File: src/rtl/osc_ctl_map.vh
// register offsets, field positions, reset values and timing counts for the oscillator control block
// assumes a plain word-addressed register port with 8-bit data
`ifndef OSC_CTL_MAP_VH
`define OSC_CTL_MAP_VH

`define OSC_ADDR_W          3
`define OSC_ADDR_CONTROL    3'h0
`define OSC_ADDR_STATUS     3'h1
`define OSC_ADDR_IRQ_STAT   3'h2
`define OSC_ADDR_IRQ_MASK   3'h3
`define OSC_ADDR_TUNE       3'h4

`define OSC_CONTROL_RESET   8'h38
`define OSC_CONTROL_WMASK   8'hFB
`define OSC_TUNE_WMASK      8'h3F

`define OSC_BIT_PLLEN       7
`define OSC_INTERNAL_FREQUENCY_SELECT_HI         6
`define OSC_INTERNAL_FREQUENCY_SELECT_LO         3
`define OSC_SCS_HI          1
`define OSC_SCS_LO          0

`define OSC_ST_TMR_RDY      7
`define OSC_ST_PLL_RDY      6
`define OSC_ST_CONFIG_CLK   5

`define OSC_IRQ_FAIL        0
`define OSC_IRQ_SWITCHED    1
`define OSC_IRQ_W           2

`define OSC_SCS_CONFIG      2'h0
`define OSC_SCS_TIMER       2'h1

`define OSC_MODE_W          3
`define OSC_MODE_LP         3'h0
`define OSC_MODE_XT         3'h1
`define OSC_MODE_HS         3'h2
`define OSC_MODE_EXTCLK     3'h3
`define OSC_MODE_INTOSC     3'h4
`define OSC_MODE_INTOSCIO   3'h5
`define OSC_MODE_RCCLK      3'h6
`define OSC_MODE_RCIO       3'h7

`define OSC_OST_COUNT       11'd1024
`define OSC_SAMPLE_DIV      7'd64
`define OSC_SAMPLE_HALF     7'd32
`define OSC_PLL_LOCK_EDGES  8'hFF

`endif

File: src/rtl/osc_ctl_sync.v
// two flop synchroniser with a rising and falling edge pulse taken after the second flop
// assumes the pin is asynchronous to sys_clk and much slower than it
`timescale 1ns/1ns
`default_nettype none
module osc_ctl_sync (
    input  wire sys_clk,
    input  wire rstn,
    input  wire pinIn,
    output wire level,
    output wire rise,
    output wire fall
);
    reg meta_r;
    reg sync_r;
    reg prev_r;

    always @(posedge sys_clk) begin
        if (!rstn) begin
            meta_r <= 1'b0;
            sync_r <= 1'b0;
            prev_r <= 1'b0;
        end else begin
            meta_r <= pinIn;
            sync_r <= meta_r;
            prev_r <= sync_r;
        end
    end

    assign level = sync_r;
    assign rise  = sync_r & ~prev_r;
    assign fall  = ~sync_r & prev_r;
endmodule
`default_nettype wire

File: src/rtl/osc_ctl_top.v
// oscillator control, status flags, start-up timer and fail-safe clock monitor
// assumes oscillator pins are slow asynchronous levels sampled by sys_clk (250 MHz)
`timescale 1ns/1ns
`default_nettype none
`include "osc_ctl_map.vh"
module osc_ctl_top (
    input  wire                   sys_clk,
    input  wire                   rstn,
    input  wire [`OSC_ADDR_W-1:0] regAddr,
    input  wire [7:0]             regWdata,
    input  wire                   regWrite,
    input  wire                   regRead,
    output reg  [7:0]             regRdata,
    input  wire [`OSC_MODE_W-1:0] configuredMode,
    input  wire                   failSafeEnable,
    input  wire                   twoSpeedEnable,
    input  wire                   configPllEnable,
    input  wire                   sleepEnter,
    input  wire                   wakeUp,
    input  wire                   timerOscEnable,
    input  wire                   extOscPin,
    input  wire                   lowFreqOscPin,
    input  wire                   timerOscPin,
    input  wire                   highFreqReadyPin,
    input  wire                   highFreqLockedPin,
    input  wire                   highFreqStablePin,
    input  wire                   mediumFreqReadyPin,
    input  wire                   lowFreqReadyPin,
    input  wire                   pllLockedPin,
    output reg                    sleeping,
    output reg  [1:0]             clockSource,
    output reg                    clockFromHighFreq,
    output reg  [3:0]             internalFrequency,
    output reg                    pllEnable,
    output reg  [5:0]             tuneValue,
    output wire                   irq
);
    localparam SRC_CONFIG = 2'h0;
    localparam SRC_TIMER  = 2'h1;
    localparam SRC_INTERN = 2'h2;

    localparam ST_IDLE    = 4'h1;
    localparam ST_COUNT   = 4'h2;
    localparam ST_RUN     = 4'h4;
    localparam ST_FAILED  = 4'h8;

    ////////////////////////////////////////////////////////////////////////////
    // functions

    // codes 0001 and 0011 are duplicates made from the high oscillator
    function fromHighFreq;
        input [3:0] code;
        begin
            fromHighFreq = (code == 4'h1) | (code == 4'h3) | code[3];
        end
    endfunction

    // crystal modes need the start-up timer; external clock and RC do not
    function needsTimer;
        input [`OSC_MODE_W-1:0] mode;
        begin
            needsTimer = (mode == `OSC_MODE_LP) | (mode == `OSC_MODE_XT) | (mode == `OSC_MODE_HS);
        end
    endfunction

    function isInternalMode;
        input [`OSC_MODE_W-1:0] mode;
        begin
            isInternalMode = (mode == `OSC_MODE_INTOSC) | (mode == `OSC_MODE_INTOSCIO);
        end
    endfunction

    ////////////////////////////////////////////////////////////////////////////
    // pin synchronisers

    wire extFall;
    wire lowRise;
    wire timerRise;
    wire hfReadyS;
    wire hfLockS;
    wire hfStableS;
    wire mfReadyS;
    wire lfReadyS;
    wire pllLockS;
    wire timerLevel;

    osc_ctl_sync uExt (
        .sys_clk (sys_clk),
        .rstn    (rstn),
        .pinIn   (extOscPin),
        .level   (),
        .rise    (),
        .fall    (extFall));
    osc_ctl_sync uLow (
        .sys_clk (sys_clk),
        .rstn    (rstn),
        .pinIn   (lowFreqOscPin),
        .level   (),
        .rise    (lowRise),
        .fall    ());
    osc_ctl_sync uTmr (
        .sys_clk (sys_clk),
        .rstn    (rstn),
        .pinIn   (timerOscPin),
        .level   (timerLevel),
        .rise    (timerRise),
        .fall    ());
    osc_ctl_sync uHfr (
        .sys_clk (sys_clk),
        .rstn    (rstn),
        .pinIn   (highFreqReadyPin),
        .level   (hfReadyS),
        .rise    (),
        .fall    ());
    osc_ctl_sync uHfl (
        .sys_clk (sys_clk),
        .rstn    (rstn),
        .pinIn   (highFreqLockedPin),
        .level   (hfLockS),
        .rise    (),
        .fall    ());
    osc_ctl_sync uHfs (
        .sys_clk (sys_clk),
        .rstn    (rstn),
        .pinIn   (highFreqStablePin),
        .level   (hfStableS),
        .rise    (),
        .fall    ());
    osc_ctl_sync uMfr (
        .sys_clk (sys_clk),
        .rstn    (rstn),
        .pinIn   (mediumFreqReadyPin),
        .level   (mfReadyS),
        .rise    (),
        .fall    ());
    osc_ctl_sync uLfr (
        .sys_clk (sys_clk),
        .rstn    (rstn),
        .pinIn   (lowFreqReadyPin),
        .level   (lfReadyS),
        .rise    (),
        .fall    ());
    osc_ctl_sync uPll (
        .sys_clk (sys_clk),
        .rstn    (rstn),
        .pinIn   (pllLockedPin),
        .level   (pllLockS),
        .rise    (),
        .fall    ());

    ////////////////////////////////////////////////////////////////////////////
    // control and tuning registers

    reg  [7:0] control_r;
    reg  [7:0] tune_r;
    reg  [`OSC_IRQ_W-1:0] irqStat_r;
    reg  [`OSC_IRQ_W-1:0] irqMask_r;
    wire [1:0] selField = control_r[`OSC_SCS_HI:`OSC_SCS_LO];
    wire ctlWrite = regWrite & (regAddr == `OSC_ADDR_CONTROL);
    wire [7:0] ctlNext = regWdata & `OSC_CONTROL_WMASK;
    wire selChange = ctlWrite & (ctlNext[`OSC_SCS_HI:`OSC_SCS_LO] != selField);

    always @(posedge sys_clk) begin
        if (!rstn) begin
            control_r <= `OSC_CONTROL_RESET;
            tune_r    <= 8'h00;
            irqMask_r <= {`OSC_IRQ_W{1'b0}};
        end else if (regWrite) begin
            if (regAddr == `OSC_ADDR_CONTROL)
                control_r <= ctlNext;
            if (regAddr == `OSC_ADDR_TUNE)
                tune_r <= regWdata & `OSC_TUNE_WMASK;
            if (regAddr == `OSC_ADDR_IRQ_MASK)
                irqMask_r <= regWdata[`OSC_IRQ_W-1:0];
        end
    end

    ////////////////////////////////////////////////////////////////////////////
    // sleep state

    always @(posedge sys_clk) begin
        if (!rstn)
            sleeping <= 1'b0;
        else if (sleepEnter)
            sleeping <= 1'b1;
        else if (wakeUp)
            sleeping <= 1'b0;
    end

    wire wakeEvent = sleeping & wakeUp & ~sleepEnter;

    ////////////////////////////////////////////////////////////////////////////
    // fail-safe sample clock: low oscillator divided by 64

    reg  [6:0] sampleDiv_r;
    reg        sampleHigh_r;
    reg        edgeSeen_r;
    wire       sampleRise = lowRise & (sampleDiv_r == `OSC_SAMPLE_DIV - 7'd1);
    wire       sampleHalf = lowRise & (sampleDiv_r == `OSC_SAMPLE_HALF - 7'd1);

    always @(posedge sys_clk) begin
        if (!rstn) begin
            sampleDiv_r  <= 7'h00;
            sampleHigh_r <= 1'b0;
        end else if (lowRise) begin
            sampleDiv_r  <= sampleRise ? 7'h00 : sampleDiv_r + 7'd1;
            if (sampleRise | sampleHalf)
                sampleHigh_r <= sampleRise;
        end
    end

    // latch set by an external falling edge, cleared at a sample rising edge with no falling edge in that cycle
    always @(posedge sys_clk) begin
        if (!rstn)
            edgeSeen_r <= 1'b0;
        else if (extFall)
            edgeSeen_r <= 1'b1;
        else if (sampleRise)
            edgeSeen_r <= 1'b0;
    end

    // a whole high half of the sample clock passed with no falling edge
    wire missedEdge = sampleHalf & sampleHigh_r & ~edgeSeen_r & ~extFall;

    ////////////////////////////////////////////////////////////////////////////
    // start-up timer and clock switch state machine

    reg  [3:0]  state_r;
    reg  [3:0]  state_nxt;
    reg  [10:0] ostCount_r;
    reg         configClk_r;
    wire        monitorOn  = failSafeEnable & ~isInternalMode(configuredMode) & ~sleeping;
    wire        timed      = needsTimer(configuredMode);
    wire        twoSpeed   = twoSpeedEnable | failSafeEnable;
    wire        ostTick    = (selField == `OSC_SCS_TIMER) ? timerRise : extFall;
    wire        ostDone    = ostTick & (ostCount_r == `OSC_OST_COUNT - 11'd1);
    wire        restart    = wakeEvent | selChange | sleepEnter;
    wire        extSelected = (selField == `OSC_SCS_CONFIG) | (selField == `OSC_SCS_TIMER);

    always @* begin
        state_nxt = state_r;
        case (state_r)
            ST_IDLE:   state_nxt = sleeping ? ST_IDLE
                                 : (timed | (selField == `OSC_SCS_TIMER)) ? ST_COUNT : ST_RUN;
            ST_COUNT:  state_nxt = ostDone ? ST_RUN : ST_COUNT;
            ST_RUN:    state_nxt = (monitorOn & extSelected & missedEdge) ? ST_FAILED : ST_RUN;
            ST_FAILED: state_nxt = ST_FAILED;
            default:   state_nxt = ST_IDLE;
        endcase
        if (restart)
            state_nxt = ST_IDLE;
    end

    always @(posedge sys_clk) begin
        if (!rstn) begin
            state_r    <= ST_IDLE;
            ostCount_r <= 11'd0;
        end else begin
            state_r <= state_nxt;
            if (state_r != ST_COUNT || restart)
                ostCount_r <= 11'd0;
            else if (ostTick)
                ostCount_r <= ostCount_r + 11'd1;
        end
    end

    wire failed  = (state_r == ST_FAILED);
    wire onExt   = (state_r == ST_RUN) & extSelected;

    ////////////////////////////////////////////////////////////////////////////
    // clock source selection outputs

    always @(posedge sys_clk) begin
        if (!rstn) begin
            clockSource       <= SRC_INTERN;
            configClk_r       <= 1'b0;
            clockFromHighFreq <= 1'b0;
            internalFrequency <= 4'h0;
            pllEnable         <= 1'b0;
            tuneValue         <= 6'h00;
        end else begin
            internalFrequency <= control_r[`OSC_INTERNAL_FREQUENCY_SELECT_HI:`OSC_INTERNAL_FREQUENCY_SELECT_LO];
            clockFromHighFreq <= fromHighFreq(control_r[`OSC_INTERNAL_FREQUENCY_SELECT_HI:`OSC_INTERNAL_FREQUENCY_SELECT_LO]);
            pllEnable         <= configPllEnable | control_r[`OSC_BIT_PLLEN];
            tuneValue         <= tune_r[5:0];
            configClk_r       <= onExt & (selField == `OSC_SCS_CONFIG);
            if (selField[1] | failed)
                clockSource <= SRC_INTERN;
            else if (onExt)
                clockSource <= selField[0] ? SRC_TIMER : SRC_CONFIG;
            else if (twoSpeed | ~timed)
                clockSource <= SRC_INTERN;
            else
                clockSource <= SRC_CONFIG;
        end
    end

    ////////////////////////////////////////////////////////////////////////////
    // interrupt status: set wins over a write-one clear

    reg  failed_q;
    reg  switched_q;
    wire failRise     = failed & ~failed_q;
    wire switchedRise = configClk_r & ~switched_q;
    wire [`OSC_IRQ_W-1:0] irqSet = {switchedRise, failRise};
    wire [`OSC_IRQ_W-1:0] irqClr = (regWrite & (regAddr == `OSC_ADDR_IRQ_STAT)) ?
                                   regWdata[`OSC_IRQ_W-1:0] : {`OSC_IRQ_W{1'b0}};

    always @(posedge sys_clk) begin
        if (!rstn) begin
            irqStat_r  <= {`OSC_IRQ_W{1'b0}};
            failed_q   <= 1'b0;
            switched_q <= 1'b0;
        end else begin
            irqStat_r  <= (irqStat_r & ~irqClr) | irqSet;
            failed_q   <= failed;
            switched_q <= configClk_r;
        end
    end

    assign irq = |(irqStat_r & irqMask_r);

    ////////////////////////////////////////////////////////////////////////////
    // register read port, data one cycle after the strobe

    // pll ready only while the pll is requested; timer ready needs its enable
    wire [7:0] statusWord = {timerOscEnable & timerLevel, pllEnable & pllLockS, configClk_r,
                             hfReadyS, hfLockS, mfReadyS, lfReadyS, hfStableS};

    always @(posedge sys_clk) begin
        if (!rstn)
            regRdata <= 8'h00;
        else if (regRead) begin
            case (regAddr)
                `OSC_ADDR_CONTROL:  regRdata <= control_r;
                `OSC_ADDR_STATUS:   regRdata <= statusWord;
                `OSC_ADDR_IRQ_STAT: regRdata <= {6'h00, irqStat_r};
                `OSC_ADDR_IRQ_MASK: regRdata <= {6'h00, irqMask_r};
                `OSC_ADDR_TUNE:     regRdata <= tune_r;
                default:            regRdata <= 8'h00;
            endcase
        end else
            regRdata <= 8'h00;
    end
endmodule
`default_nettype wire

File: config.mk
export PLATFORM = sky130hd
export DESIGN_NAME = osc_ctl_top
export DESIGN_NICKNAME = d
export VERILOG_FILES = /design/src/rtl/osc_ctl_sync.v /design/src/rtl/osc_ctl_top.v
export VERILOG_INCLUDE_DIRS = /design/src /design/src/rtl
export SDC_FILE = /design/constraint.sdc
export NUM_CORES = 1
export LEC_CHECK = 0
export ABC_CLOCK_PERIOD_IN_PS = 2600
export BUFFER_PORTS_ARGS = -buffer_cell sky130_fd_sc_hd__buf_2
export CAP_MARGIN = 10
export CORE_UTILIZATION = 55
export CTS_CLUSTER_DIAMETER = 100
export CTS_CLUSTER_SIZE = 28
export DETAILED_ROUTE_END_ITERATION = 10
export HOLD_SLACK_MARGIN = 0.06
export PLACE_DENSITY = 0.78
export SLEW_MARGIN = 5
export SYNTH_ARGS = -nofsm -noshare
export SYNTH_HDL_FRONTEND = slang
export SYNTH_SLANG_ARGS = --single-unit
File: constraint.sdc
create_clock -name sys_clk -period 2.6 [get_ports sys_clk]
set_input_delay 0.13 -clock sys_clk [delete_from_list [all_inputs] [get_ports sys_clk]]
set_output_delay 0.13 -clock sys_clk [all_outputs]
set_load 0.02 [all_outputs]
==> results_dict.tcl, run 1 <==
set metrics [dict create \
    final_cell_mix "sky130_fd_sc_hd__dfxtp_1, sky130_fd_sc_hd__buf_2, sky130_fd_sc_hd__nor2_1" \
    track_usage_pct 21.90 \
    wl_per_cell_um 13.39 \
    worst-path-stages 4 \
    share_clk_of_total_power_pct 37.8 \
    cell_chosen_for_the_clock_root "sky130_fd_sc_hd__clkbuf_8" \
    critical_path_arrival_ps 2120 \
    numClockSinks 88 \
    worst-r2r-cell-count 4 \
    tritoncts "built" \
    post-layout-total-power_mw 2.515 \
    synth_enable_flop_cells 0 \
    post_cts_buffers 0 \
    timing.reg2reg.setup_slack_ps 760 \
    timing.slew.headroom_pct 57.45 \
    period_minus_slack_ps 1840 \
    synth.cell_area_mm2 0.003357 \
    die-height_um 80.13 \
    netlist_instances 349 \
    critPathCapture "state_r[2]" \
    ys_seq_elements 88 \
    worst_setup_path_end_kind "flip-flop" \
    type_of_the_setup_path_with_the_least_slack "reg2reg" \
    pwr-share-comb_pct 6.7 \
    numPlacedInstances 467 \
    synth.distinct_cells 50 \
    crit_path_cell_trace "nor2b_2 -> mux2_4 -> or4b_1 -> a31oi_1" \
    skew_ps 10.58 \
    worstSetupStartpoint "control_r[0]" \
    routed_antenna_nets 0 \
    antenna_found_initial 0 \
    worst_min_delay_path_class "in2reg" \
    vdd_ir_drop_max_mv 0.4365 \
    h_tree_depth 3 \
    ctsLongestPathBuffers 2 \
    finalSetupViolCount 0 \
    post_route_cells_drive_above_1_share_pct 19.53 \
    power.static_leakage_nw 1.679 \
    clk_pin_slew_worst_paths_ps 80 \
    vias_in_the_first_global_route 2384 \
    worst_r2r_startpoint "control_r[0]" \
    share_seq_of_total_power_pct 55.5 \
    io_buffers 56 \
    synth.area.top_cells "sky130_fd_sc_hd__dfxtp_1, sky130_fd_sc_hd__mux2i_1, sky130_fd_sc_hd__and2_1, sky130_fd_sc_hd__nor2_1, sky130_fd_sc_hd__a21oi_1" \
    synthesis.nets 384 \
    drc 0 \
    required_ps 2880 \
    number_of_diodes 0 \
    synth_seq_area_share_pct 52.48 \
    worst_slew_pin_slew_ps 634.8 \
    synth_area_per_cell_um2 9.619 \
    mostFrequentLayoutCell "sky130_fd_sc_hd__dfxtp_1" \
    cell_internal_pwr_mw 1.931 \
    maxClockFrequency_mhz 543.5 \
    rsz0062_at_grt "false" \
    synth_flop_cell "sky130_fd_sc_hd__dfxtp_1" \
    power_density_mw_per_mm2 619.3 \
    cts_resized 0 \
    report.final.hold_viol_count 0 \
    crit_path_max_cell_delay_ps 560 \
    worstSetupStartpointType "flip-flop" \
    syn_to_final_growth_pct 20.98 \
    instances_no_fill 500 \
    critical_path_peak_fanout 22 \
    yosys_warnings 0 \
    drt_iter0_markers 134 \
    final_net_count 455 \
    largest_net_degree_at_the_start_of_global_routing 42 \
    outcome "finished, final reports clean" \
    synth_top_area_share_pct 52.48 \
    start_util_pct 56.70 \
    synthDominantAreaCellType "sky130_fd_sc_hd__dfxtp_1" \
    globalRoute.totalOverflow 0 \
    dr.pass1.iters 4 \
    crit_path_top_delay_cell "sky130_fd_sc_hd__or4b_1" \
    fp.dieW_um 80.13 \
    first_pass_grt_wire_length_um 10520 \
    vias 2657 \
    critical_path.n_buffers_inverters 0 \
    cts_buffers 9 \
    maxSlewViolCount 0 \
    net_sw_share_pct 23.23 \
    worst_r2r_endpoint "state_r[2]" \
    power.net_switching_mw 0.5843 \
    dp_hpwl_um 4398 \
    hold_buffers 17 \
    worst_path_dominant_cell_family "simple AND/OR/NAND/NOR gates" \
    core_mm2 0.005921 \
    wirelength_um 6697 \
    synth_async_sr_flop_share_pct 0 \
    number_of_placement_rows 28 \
    worstSkewPairLatency_ps 350 \
    detail_route.vias_per_cell 5.314 \
    gp_congestion 0.8199 \
    layout_worst_path_cycle_share_pct 70.76 \
    floorplan.io_pins 57 \
    tns_ps 0 \
    dieArea_mm2 0.006420 \
    fin_hold_ws_ps 87.88 \
    cap_viol_max_count 0 \
]
-- how the worst min path moves through the flow --
stage	start	end	cells past startpoint
global route	regWdata[0]	tune_r[0]	3
global placement	highFreqLockedPin	uHfl.meta_r	2
floorplan	configPllEnable	pllEnable	2
finish	wakeUp	sleeping	4
detailed placement	extOscPin	uExt.meta_r	2
CTS	wakeUp	sleeping	4
-- per-layer routing --
metal | track usage, % | routed length (um)
met5 | 0 | 0
met4 | 9.643 | 97
met3 | 5.568 | 225
met2 | 37.35 | 3373
met1 | 25.89 | 3000
-- through the flow --
step                instance area, um2  setup WS, ps  util, %
floorplan                         3357         893.1        -
global placement                  3686         834.2    62.26
detailed placement                3686         782.7    62.26
CTS                               4061         760.2    68.60
global route                      4061         681.4    68.60
finish                            4061         760.2    68.60
-- tightest hold or removal path: cells and delay by family --
kind / cells / cell delay [ps]
AO/OA/AOI/OAI: 1 / 50
buffers and inverters: 2 / 140
AND/OR/NAND/NOR: 1 / 70
-- cells by family (layout without fill, tap and decap cells) --
group,after synthesis,after routing,share of synthesized area (%)
compound gates,58,58,10.81
fa+ha+maj,2,2,0.7453
mux,22,22,6.709
simple gates,146,146,24.08
xor+xnor,8,8,2.087
buf+inv,25,101,3.094
flops,88,88,52.48
-- layout make-up --
class,instances,area (um2)
fill,477,1859
sequential,88,1762
multi-input combinational,236,1498
timing repair buffer,75,465.4
clock buffer,10,137.6
tap,75,93.84
clock inverter,6,67.56
inverter,10,37.54
-- synthesized netlist by cell type, types with 2 or more instances --
cell / instances
sky130_fd_sc_hd__a21o_1: 2
sky130_fd_sc_hd__a21oi_1: 27
sky130_fd_sc_hd__and2_1: 31
sky130_fd_sc_hd__and3_1: 5
sky130_fd_sc_hd__buf_1: 2
sky130_fd_sc_hd__buf_2: 2
sky130_fd_sc_hd__clkbuf_1: 10
sky130_fd_sc_hd__dfxtp_1: 88
sky130_fd_sc_hd__ha_1: 2
sky130_fd_sc_hd__inv_1: 9
sky130_fd_sc_hd__mux2i_1: 21
sky130_fd_sc_hd__nand2_1: 20
sky130_fd_sc_hd__nand2b_1: 5
sky130_fd_sc_hd__nand3_1: 6
sky130_fd_sc_hd__nand4_1: 3
sky130_fd_sc_hd__nor2_1: 38
sky130_fd_sc_hd__nor2b_1: 5
sky130_fd_sc_hd__nor3_1: 3
sky130_fd_sc_hd__nor4_1: 2
sky130_fd_sc_hd__nor4b_1: 4
sky130_fd_sc_hd__o2111ai_1: 2
sky130_fd_sc_hd__o211ai_1: 2
sky130_fd_sc_hd__o21ai_0: 6
sky130_fd_sc_hd__o2bb2ai_1: 2
sky130_fd_sc_hd__o31ai_1: 9
sky130_fd_sc_hd__or3_1: 5
sky130_fd_sc_hd__or4_1: 7
sky130_fd_sc_hd__or4b_1: 2
sky130_fd_sc_hd__or4b_2: 2
sky130_fd_sc_hd__xnor2_1: 2
sky130_fd_sc_hd__xor2_1: 6
-- flip-flops by register name, summed over array words and instances, names as in the netlist, 4 cells and up --
signal and cells:
control_r 7, internalFrequency 4, ostCount_r 11, regRdata 8
sampleDiv_r 7, state_r 4, tuneValue 6, tune_r 6
-- power by group through the flow --
stage	registers (mW)	clock network (mW)	logic, mW
floorplan	1.43	0	0.0839
global placement	1.42	0	0.146
detailed placement	1.43	0	0.148
CTS	1.39	0.971	0.168
global route	1.40	1.04	0.186
finish	1.39	0.951	0.170
(Power assumes the default switching activity.)
==> inputs of run 2 (changes only) <==
- ABC_AREA: unset -> 1
- ABC_CLOCK_PERIOD_IN_PS: 2600 -> 1800
- clock period: 2.6 -> 1.8 ns (I/O delays scaled with it)
==> run 2 against run 1 <==
Global-route usage increased by 1.4 points. Clock skew is 2.3 ps lower. Power grew 46%. Cell count is 25% higher. Largest power group unchanged.
==> results_dict.tcl, run 2 <==
set metrics [dict create \
    outcome "finished, final reports clean" \
    critical_path_peak_fanout 4 \
    gp_congestion 0.8392 \
    final_net_count 581 \
    rsz0062_at_grt "false" \
    cap_viol_max_count 0 \
    first_pass_grt_wire_length_um 11640 \
    cts_buffers 9 \
    largest_net_degree_at_the_start_of_global_routing 20 \
    final_cell_mix "sky130_fd_sc_hd__nand2_1, sky130_fd_sc_hd__dfxtp_1, sky130_fd_sc_hd__inv_1" \
    vdd_ir_drop_max_mv 0.6970 \
    worst_slew_pin_slew_ps 325.8 \
    seqCellArea_mm2 0.001762 \
    critical_path_arrival_ps 1670 \
    tns_ps 0 \
    clk_pin_slew_worst_paths_ps 90 \
    synthesis.nets 495 \
    synth_top_cells_by_count "sky130_fd_sc_hd__nand2_1, sky130_fd_sc_hd__dfxtp_1, sky130_fd_sc_hd__inv_1, sky130_fd_sc_hd__nor2_1, sky130_fd_sc_hd__a21oi_1" \
    worst_r2r_endpoint "state_r[2]" \
    drt_iter0_markers 172 \
    post_route_cells_drive_above_1_share_pct 16.88 \
    globalRouteMet2Util_pct 38.57 \
    critical_path.n_buffers_inverters 1 \
    antenna_found_initial 0 \
    io_buffers 56 \
    routed_antenna_nets 0 \
    ctsLongestPathBuffers 2 \
    worst-r2r-cell-count 9 \
    synth.area.top_cells "sky130_fd_sc_hd__dfxtp_1, sky130_fd_sc_hd__nand2_1, sky130_fd_sc_hd__inv_1, sky130_fd_sc_hd__nor2_1, sky130_fd_sc_hd__a21oi_1" \
    crit_path_top_delay_cell "sky130_fd_sc_hd__dfxtp_1" \
    drc 0 \
    numClockSinks 88 \
    largest_register_ffs 11 \
    report.final.hold_viol_count 0 \
    largest_register "ostCount_r" \
    syn_to_final_growth_pct 23.19 \
    wirelength_um 6891 \
    synth_seq_area_share_pct 51.09 \
    h_tree_depth 3 \
    fp.dieW_um 81.18 \
    synth.cell_area_mm2 0.003448 \
    vias_in_the_first_global_route 2678 \
    worst_setup_path_end_kind "flip-flop" \
    dr.pass1.iters 4 \
    skew_ps 8.240 \
    crit_path_cell_trace "ha_1 -> inv_1 -> nor2_1 -> nand2_1 -> nor2_1 -> nand3_1 -> nand2_1 -> nor2_1 -> nor2_1" \
    worst_path_dominant_cell_family "simple AND/OR/NAND/NOR gates" \
    mostFrequentLayoutCell "sky130_fd_sc_hd__nand2_1" \
    synthDominantAreaCellType "sky130_fd_sc_hd__dfxtp_1" \
    nFillCells 487 \
    vias 3011 \
    maxClockFrequency_mhz 729.8 \
    gr-usage-met1_pct 29.03 \
    grt_most_used_layer "met2" \
    detailedPlace.worstSlack_ps 450.2 \
    cell_chosen_for_the_clock_root "sky130_fd_sc_hd__clkbuf_8" \
    synth_async_sr_flop_share_pct 0 \
    crit_path_max_cell_delay_ps 360 \
    die-height_um 81.18 \
    type_of_the_setup_path_with_the_least_slack "reg2reg" \
    power_density_mw_per_mm2 864.4 \
    track_usage_pct 23.28 \
    worst_min_delay_path_class "in2reg" \
    core_mm2 0.005991 \
    met3_usage_pct 4.382 \
    layout_top_registers "ostCount_r: 11 flops, regRdata: 8 flops" \
    start_util_pct 57.56 \
    maxSlewViolCount 0 \
    synthMostInstantiatedCell "sky130_fd_sc_hd__nand2_1" \
    wl_per_cell_um 11.01 \
    worstSetupStartpointType "flip-flop" \
    detail_route.vias_per_cell 4.810 \
    finalCoreUtilization_pct 70.91 \
    period_minus_slack_ps 1370 \
    synth_flop_cell "sky130_fd_sc_hd__dfxtp_1" \
    timing.reg2reg.setup_slack_ps 430 \
    multi_input_area_mm2 0.001354 \
    dieArea_mm2 0.006590 \
    dp_hpwl_um 4847 \
    synth_enable_flop_cells 0 \
    globalRoute.totalOverflow 0 \
    worstSkewPairLatency_ps 350 \
    crit_path_frequent_cell "sky130_fd_sc_hd__nor2_1" \
    required_ps 2100 \
    layout_worst_path_cycle_share_pct 76.12 \
    hold_start "regWrite" \
    floorplan.io_pins 57 \
    yosys_warnings 0 \
    netlist_instances 460 \
    cts_resized 0 \
    finalWorstSetupSlack_ps 429.8 \
    number_of_placement_rows 28 \
    post-layout-total-power_mw 3.672 \
    tritoncts "built" \
    worst_r2r_startpoint "ostCount_r[0]" \
    timing.slew.headroom_pct 78.21 \
    finalSetupViolCount 0 \
    synth.distinct_cells 33 \
    power.static_leakage_nw 2.098 \
    synth_top_area_share_pct 51.09 \
    number_of_diodes 0 \
    synth_area_per_cell_um2 7.496 \
    ys_seq_elements 88 \
    hold_path_end "tune_r[2]" \
    min_delay_path_depth 3 \
]
==> run 2: cell types whose count changed in the layout (fill, tap and decap cells not counted), moves of 6 or more <==
| cell | delta |
|---|---|
| sky130_fd_sc_hd__mux2i_1 | -21 |
| sky130_fd_sc_hd__dlygate4sd3_1 | +6 |
| sky130_fd_sc_hd__nor2_1 | +12 |
| sky130_fd_sc_hd__and2_1 | -31 |
| sky130_fd_sc_hd__o31ai_1 | -8 |
| sky130_fd_sc_hd__or4_1 | -7 |
| sky130_fd_sc_hd__o21ai_0 | +9 |
| sky130_fd_sc_hd__nand2_1 | +105 |
| sky130_fd_sc_hd__inv_1 | +67 |
| sky130_fd_sc_hd__nor3_1 | +9 |
| sky130_fd_sc_hd__nand3_1 | +17 |
==> run 2: metal layers <==
metal,share of wire (%),up-vias,routed length [um]
li1,-,1594,-
met2,49,63,3351
met1,45,1343,3131
met4,2.0,0,136
met3,3.9,11,272
met5,0,-,0
==> run 2: logic make-up (layout without fill, tap and decap cells) <==
family | after synthesis | after routing | share of synthesized area (%)
xor+xnor | 6 | 6 | 1.524
fa+ha+maj | 2 | 2 | 0.7256
compound gates | 49 | 49 | 8.055
flops | 88 | 88 | 51.09
simple gates | 227 | 227 | 28.96
buf+inv | 88 | 179 | 9.651
==> run 2: timing repair <==
item	in CTS	in global routing
endpoints found under the hold margin	25	0
hold buffers	23	0
setup buffers	0	0
==> run 2: how the worst max path moves through the flow <==
stage,from,to,slack (ps),cells past startpoint
6_report,ostCount_r[0],state_r[2],430,9
2_1_floorplan,sampleDiv_r[0],state_r[2],570,8
5_1_grt,sampleDiv_r[1],edgeSeen_r,180,6
4_1_cts,sampleDiv_r[0],state_r[2],440,8
3_5_place_dp,sampleDiv_r[0],state_r[2],450,8
3_3_place_gp,sampleDiv_r[0],state_r[2],500,8
==> run 2: final cells by class <==
type,count,share of cell area [%]
clock inverters,7,1.826
inverters,81,7.158
multi-input cells,284,31.87
clock buffers,9,2.916
repair buffers,82,12.55
well taps,75,2.209
flip-flops and latches,88,41.47
==> run 2: tightest hold or removal path, cell delays in order <==
cell and delay [ps]:
sky130_fd_sc_hd__buf_2 160, sky130_fd_sc_hd__nand3_1 90, sky130_fd_sc_hd__a21oi_1 60
==> run 2: report_power, final <==
| part | total [mW] | internal [mW] | switching, mW | leakage [nW] |
|---|---|---|---|---|
| sequential | 2.02 | 2.00 | 0.0243 | 0.717 |
| clock | 1.36 | 0.653 | 0.711 | 0.100 |
| combinational | 0.287 | 0.121 | 0.166 | 1.28 |
| total | 3.67 | 2.77 | 0.902 | 2.10 |
==> run 2: through the flow <==
| stage | instance area, um2 | hold slack (ps) | cells |
|---|---|---|---|
| 2_1_floorplan | 3448 | 187.6 | 460 |
| 3_3_place_gp | 3816 | 271.0 | 587 |
| 3_5_place_dp | 3816 | 272.7 | 587 |
| 4_1_cts | 4248 | 66.50 | 626 |
| 5_1_grt | 4248 | 93.17 | 626 |
| 6_report | 4248 | 85.06 | 626 |
==> inputs of run 3 (changes only) <==
- ABC_CLOCK_PERIOD_IN_PS: 1800 -> 1110
- CORE_UTILIZATION: 55 -> 50
- PLACE_DENSITY: 0.78 -> 0.75
- clock period: 1.8 -> 1.11 ns (I/O delays scaled with it)
==> run 3 against run 2 <==
The flow now finishes with violations (negative setup slack). Largest cell class unchanged. First-iteration DRC count down 10%. Maximum frequency up 9.5%. Largest power group unchanged. Flip-flop and latch count unchanged. Hold slack worse by 7.0 ps. Clock skew up 2.5 ps.
==> results_dict.tcl, run 3 (synthesis results as in run 2) <==
set metrics [dict create \
    cts_buffers 9 \
    routed_antenna_nets 0 \
    post_route_cells_drive_above_1_share_pct 33.50 \
    vias 3306 \
    type_of_the_setup_path_with_the_least_slack "reg2reg" \
    cell_chosen_for_the_clock_root "sky130_fd_sc_hd__clkbuf_8" \
    maxClockFrequency_mhz 799.1 \
    power_density_mw_per_mm2 1212 \
    share_seq_of_total_power_pct 55.4 \
    tritoncts "built" \
    vdd_ir_drop_max_mv 0.8292 \
    globalRoute.totalOverflow 0 \
    timing.reg2reg.setup_slack_ps -140 \
    min_delay_path_depth 4 \
    h_tree_depth 3 \
    hold_start "wakeUp" \
    share_clk_of_total_power_pct 34.7 \
    vias_in_the_first_global_route 3043 \
    dp_hpwl_um 5223 \
    worst_r2r_startpoint "state_r[2]" \
    largest_register "ostCount_r" \
    layout_worst_path_cycle_share_pct 112.7 \
    net_sw_share_pct 25.96 \
    fp.dieW_um 85.05 \
    violations_in_the_final_reports "negative setup slack" \
    largest_net_degree_at_the_start_of_global_routing 47 \
    mostFrequentLayoutCell "sky130_fd_sc_hd__nand2_1" \
    floorplan.io_pins 57 \
    dr.pass1.iters 5 \
    worst_slew_pin_slew_ps 338.6 \
    power.static_leakage_nw 2.355 \
    skew_ps 10.78 \
    power.net_switching_mw 1.533 \
    pwr-share-comb_pct 9.9 \
    worst-r2r-cell-count 7 \
    track_usage_pct 22.49 \
    required_ps 1420 \
    hold_path_end "ostCount_r[1]" \
    syn_to_final_growth_pct 41.33 \
    worstSetupStartpointType "flip-flop" \
    timing.slew.headroom_pct 77.35 \
    final_net_count 624 \
    finalInstanceArea_mm2 0.004873 \
    wirelength_um 8400 \
    detail_route.vias_per_cell 4.927 \
    clk_pin_slew_worst_paths_ps 90 \
    numClockSinks 88 \
    finalSetupViolCount 17 \
    ctsLongestPathBuffers 2 \
    worst_min_delay_path_class "in2reg" \
    finalWorstSetupSlack_ps -141.4 \
    gp_congestion 0.9115 \
    period_minus_slack_ps 1251 \
    first_pass_grt_wire_length_um 12730 \
    critical_path_arrival_ps 1560 \
    critical_path_peak_fanout 4 \
    report.final.hold_viol_count 0 \
    io_buffers 56 \
    outcome "complete, but fails checks" \
    final_cell_mix "sky130_fd_sc_hd__nand2_1, sky130_fd_sc_hd__dfxtp_1, sky130_fd_sc_hd__inv_1" \
    cap_viol_max_count 0 \
    number_of_diodes 0 \
    nFillCells 461 \
    dieArea_mm2 0.007233 \
    worstSkewPairLatency_ps 360 \
    wl_per_cell_um 12.52 \
    die-height_um 85.05 \
    layout_top_registers "ostCount_r: 11 flops, regRdata: 8 flops" \
    drc 0 \
    worst_r2r_endpoint "state_r[2]" \
    worst_setup_path_end_kind "flip-flop" \
    detailedPlace.worstSlack_ps -102.5 \
    place_area_mm2 0.004101 \
    antenna_found_initial 0 \
    rsz0062_at_grt "true" \
    cell_internal_pwr_mw 4.372 \
    drt_iter0_markers 154 \
    number_of_placement_rows 29 \
    maxSlewViolCount 0 \
    start_util_pct 53.09 \
    core_mm2 0.006495 \
    largest_register_ffs 11 \
]
-- run 3: cell count changes in the layout (fill, tap and decap cells not counted), moves of 5 or more --
cell	delta
sky130_fd_sc_hd__buf_4	+37
sky130_fd_sc_hd__dfxtp_1	-14
sky130_fd_sc_hd__nor2_1	-10
sky130_fd_sc_hd__nand2_2	+16
sky130_fd_sc_hd__nor2_4	+6
sky130_fd_sc_hd__nand2_1	-19
sky130_fd_sc_hd__dfxtp_2	+7
sky130_fd_sc_hd__dfxtp_4	+7
sky130_fd_sc_hd__nor3_1	-5
sky130_fd_sc_hd__buf_6	+5
-- run 3: worst max-delay path, stage by stage, from the launching register on --
cell                      delay, ps
sky130_fd_sc_hd__dfxtp_1        340
sky130_fd_sc_hd__nor2_1         150
sky130_fd_sc_hd__nand2_1         60
sky130_fd_sc_hd__nor2_1         250
sky130_fd_sc_hd__nand4_1        170
sky130_fd_sc_hd__nand2_1        110
sky130_fd_sc_hd__nor2_1          50
sky130_fd_sc_hd__nor2_1          70
-- run 3: worst max path at each step --
stage                 endpoint  depth (start not counted)      startpoint  slack, ps
floorplan           state_r[2]                          8  sampleDiv_r[1]        -20
global placement    edgeSeen_r                          6  sampleDiv_r[1]        -60
detailed placement  state_r[1]                          8   ostCount_r[0]       -100
CTS                 state_r[1]                          8   ostCount_r[0]        -90
global route        state_r[2]                          7      state_r[2]       -240
finish              state_r[2]                          7      state_r[2]       -140
-- run 3: per-stage QoR --
step	util [%]	hold WS [ps]	TNS (ps)	power, mW	cells
finish	75.03	78.01	-1000	5.904	671
global route	75.03	84.67	-2714	6.107	671
detailed placement	63.15	242.0	-845.0	3.806	619
global placement	63.15	237.7	-454.0	3.794	619
CTS	70.81	62.21	-583.6	5.904	662
floorplan	-	153.1	-17.84	3.601	460
-- run 3: layout make-up --
type	instances	area [um2]	area share [%]
sequential	88	1797	36.87
inverter	81	319.1	6.547
clock buffer	10	137.6	2.824
clock inverter	6	42.54	0.8729
multi-input combinational	284	1589	32.61
timing repair buffer	125	892.1	18.31
tap	77	96.34	1.977
-- run 3: layer usage --
metal  vias up  global-route usage [%]  wire length, um
li1       1675                       -                -
met1      1499                   26.45             3470
met2       116                   39.52             4380
met3        16                   3.405              390
met4         0                   12.02              159
met5         -                       0                0
-- run 3: timing repair --
| action | CTS | global route |
|---|---|---|
| pin swaps | 12 | 23 |
| buffers inserted | 3 | 9 |
| hold buffers | 24 | 0 |
| resized for setup | 21 | 65 |
| setup endpoints to repair | 20 | 27 |
| hold endpoints to repair | 27 | 0 |
-- run 3: power groups by stage --
stage / Combinational, mW / Sequential (mW) / Clock (mW)
floorplan: 0.227 / 3.37 / 0
CTS: 0.532 / 3.28 / 2.10
global route: 0.639 / 3.28 / 2.19
global placement: 0.445 / 3.35 / 0
detailed placement: 0.454 / 3.35 / 0
finish: 0.586 / 3.27 / 2.05
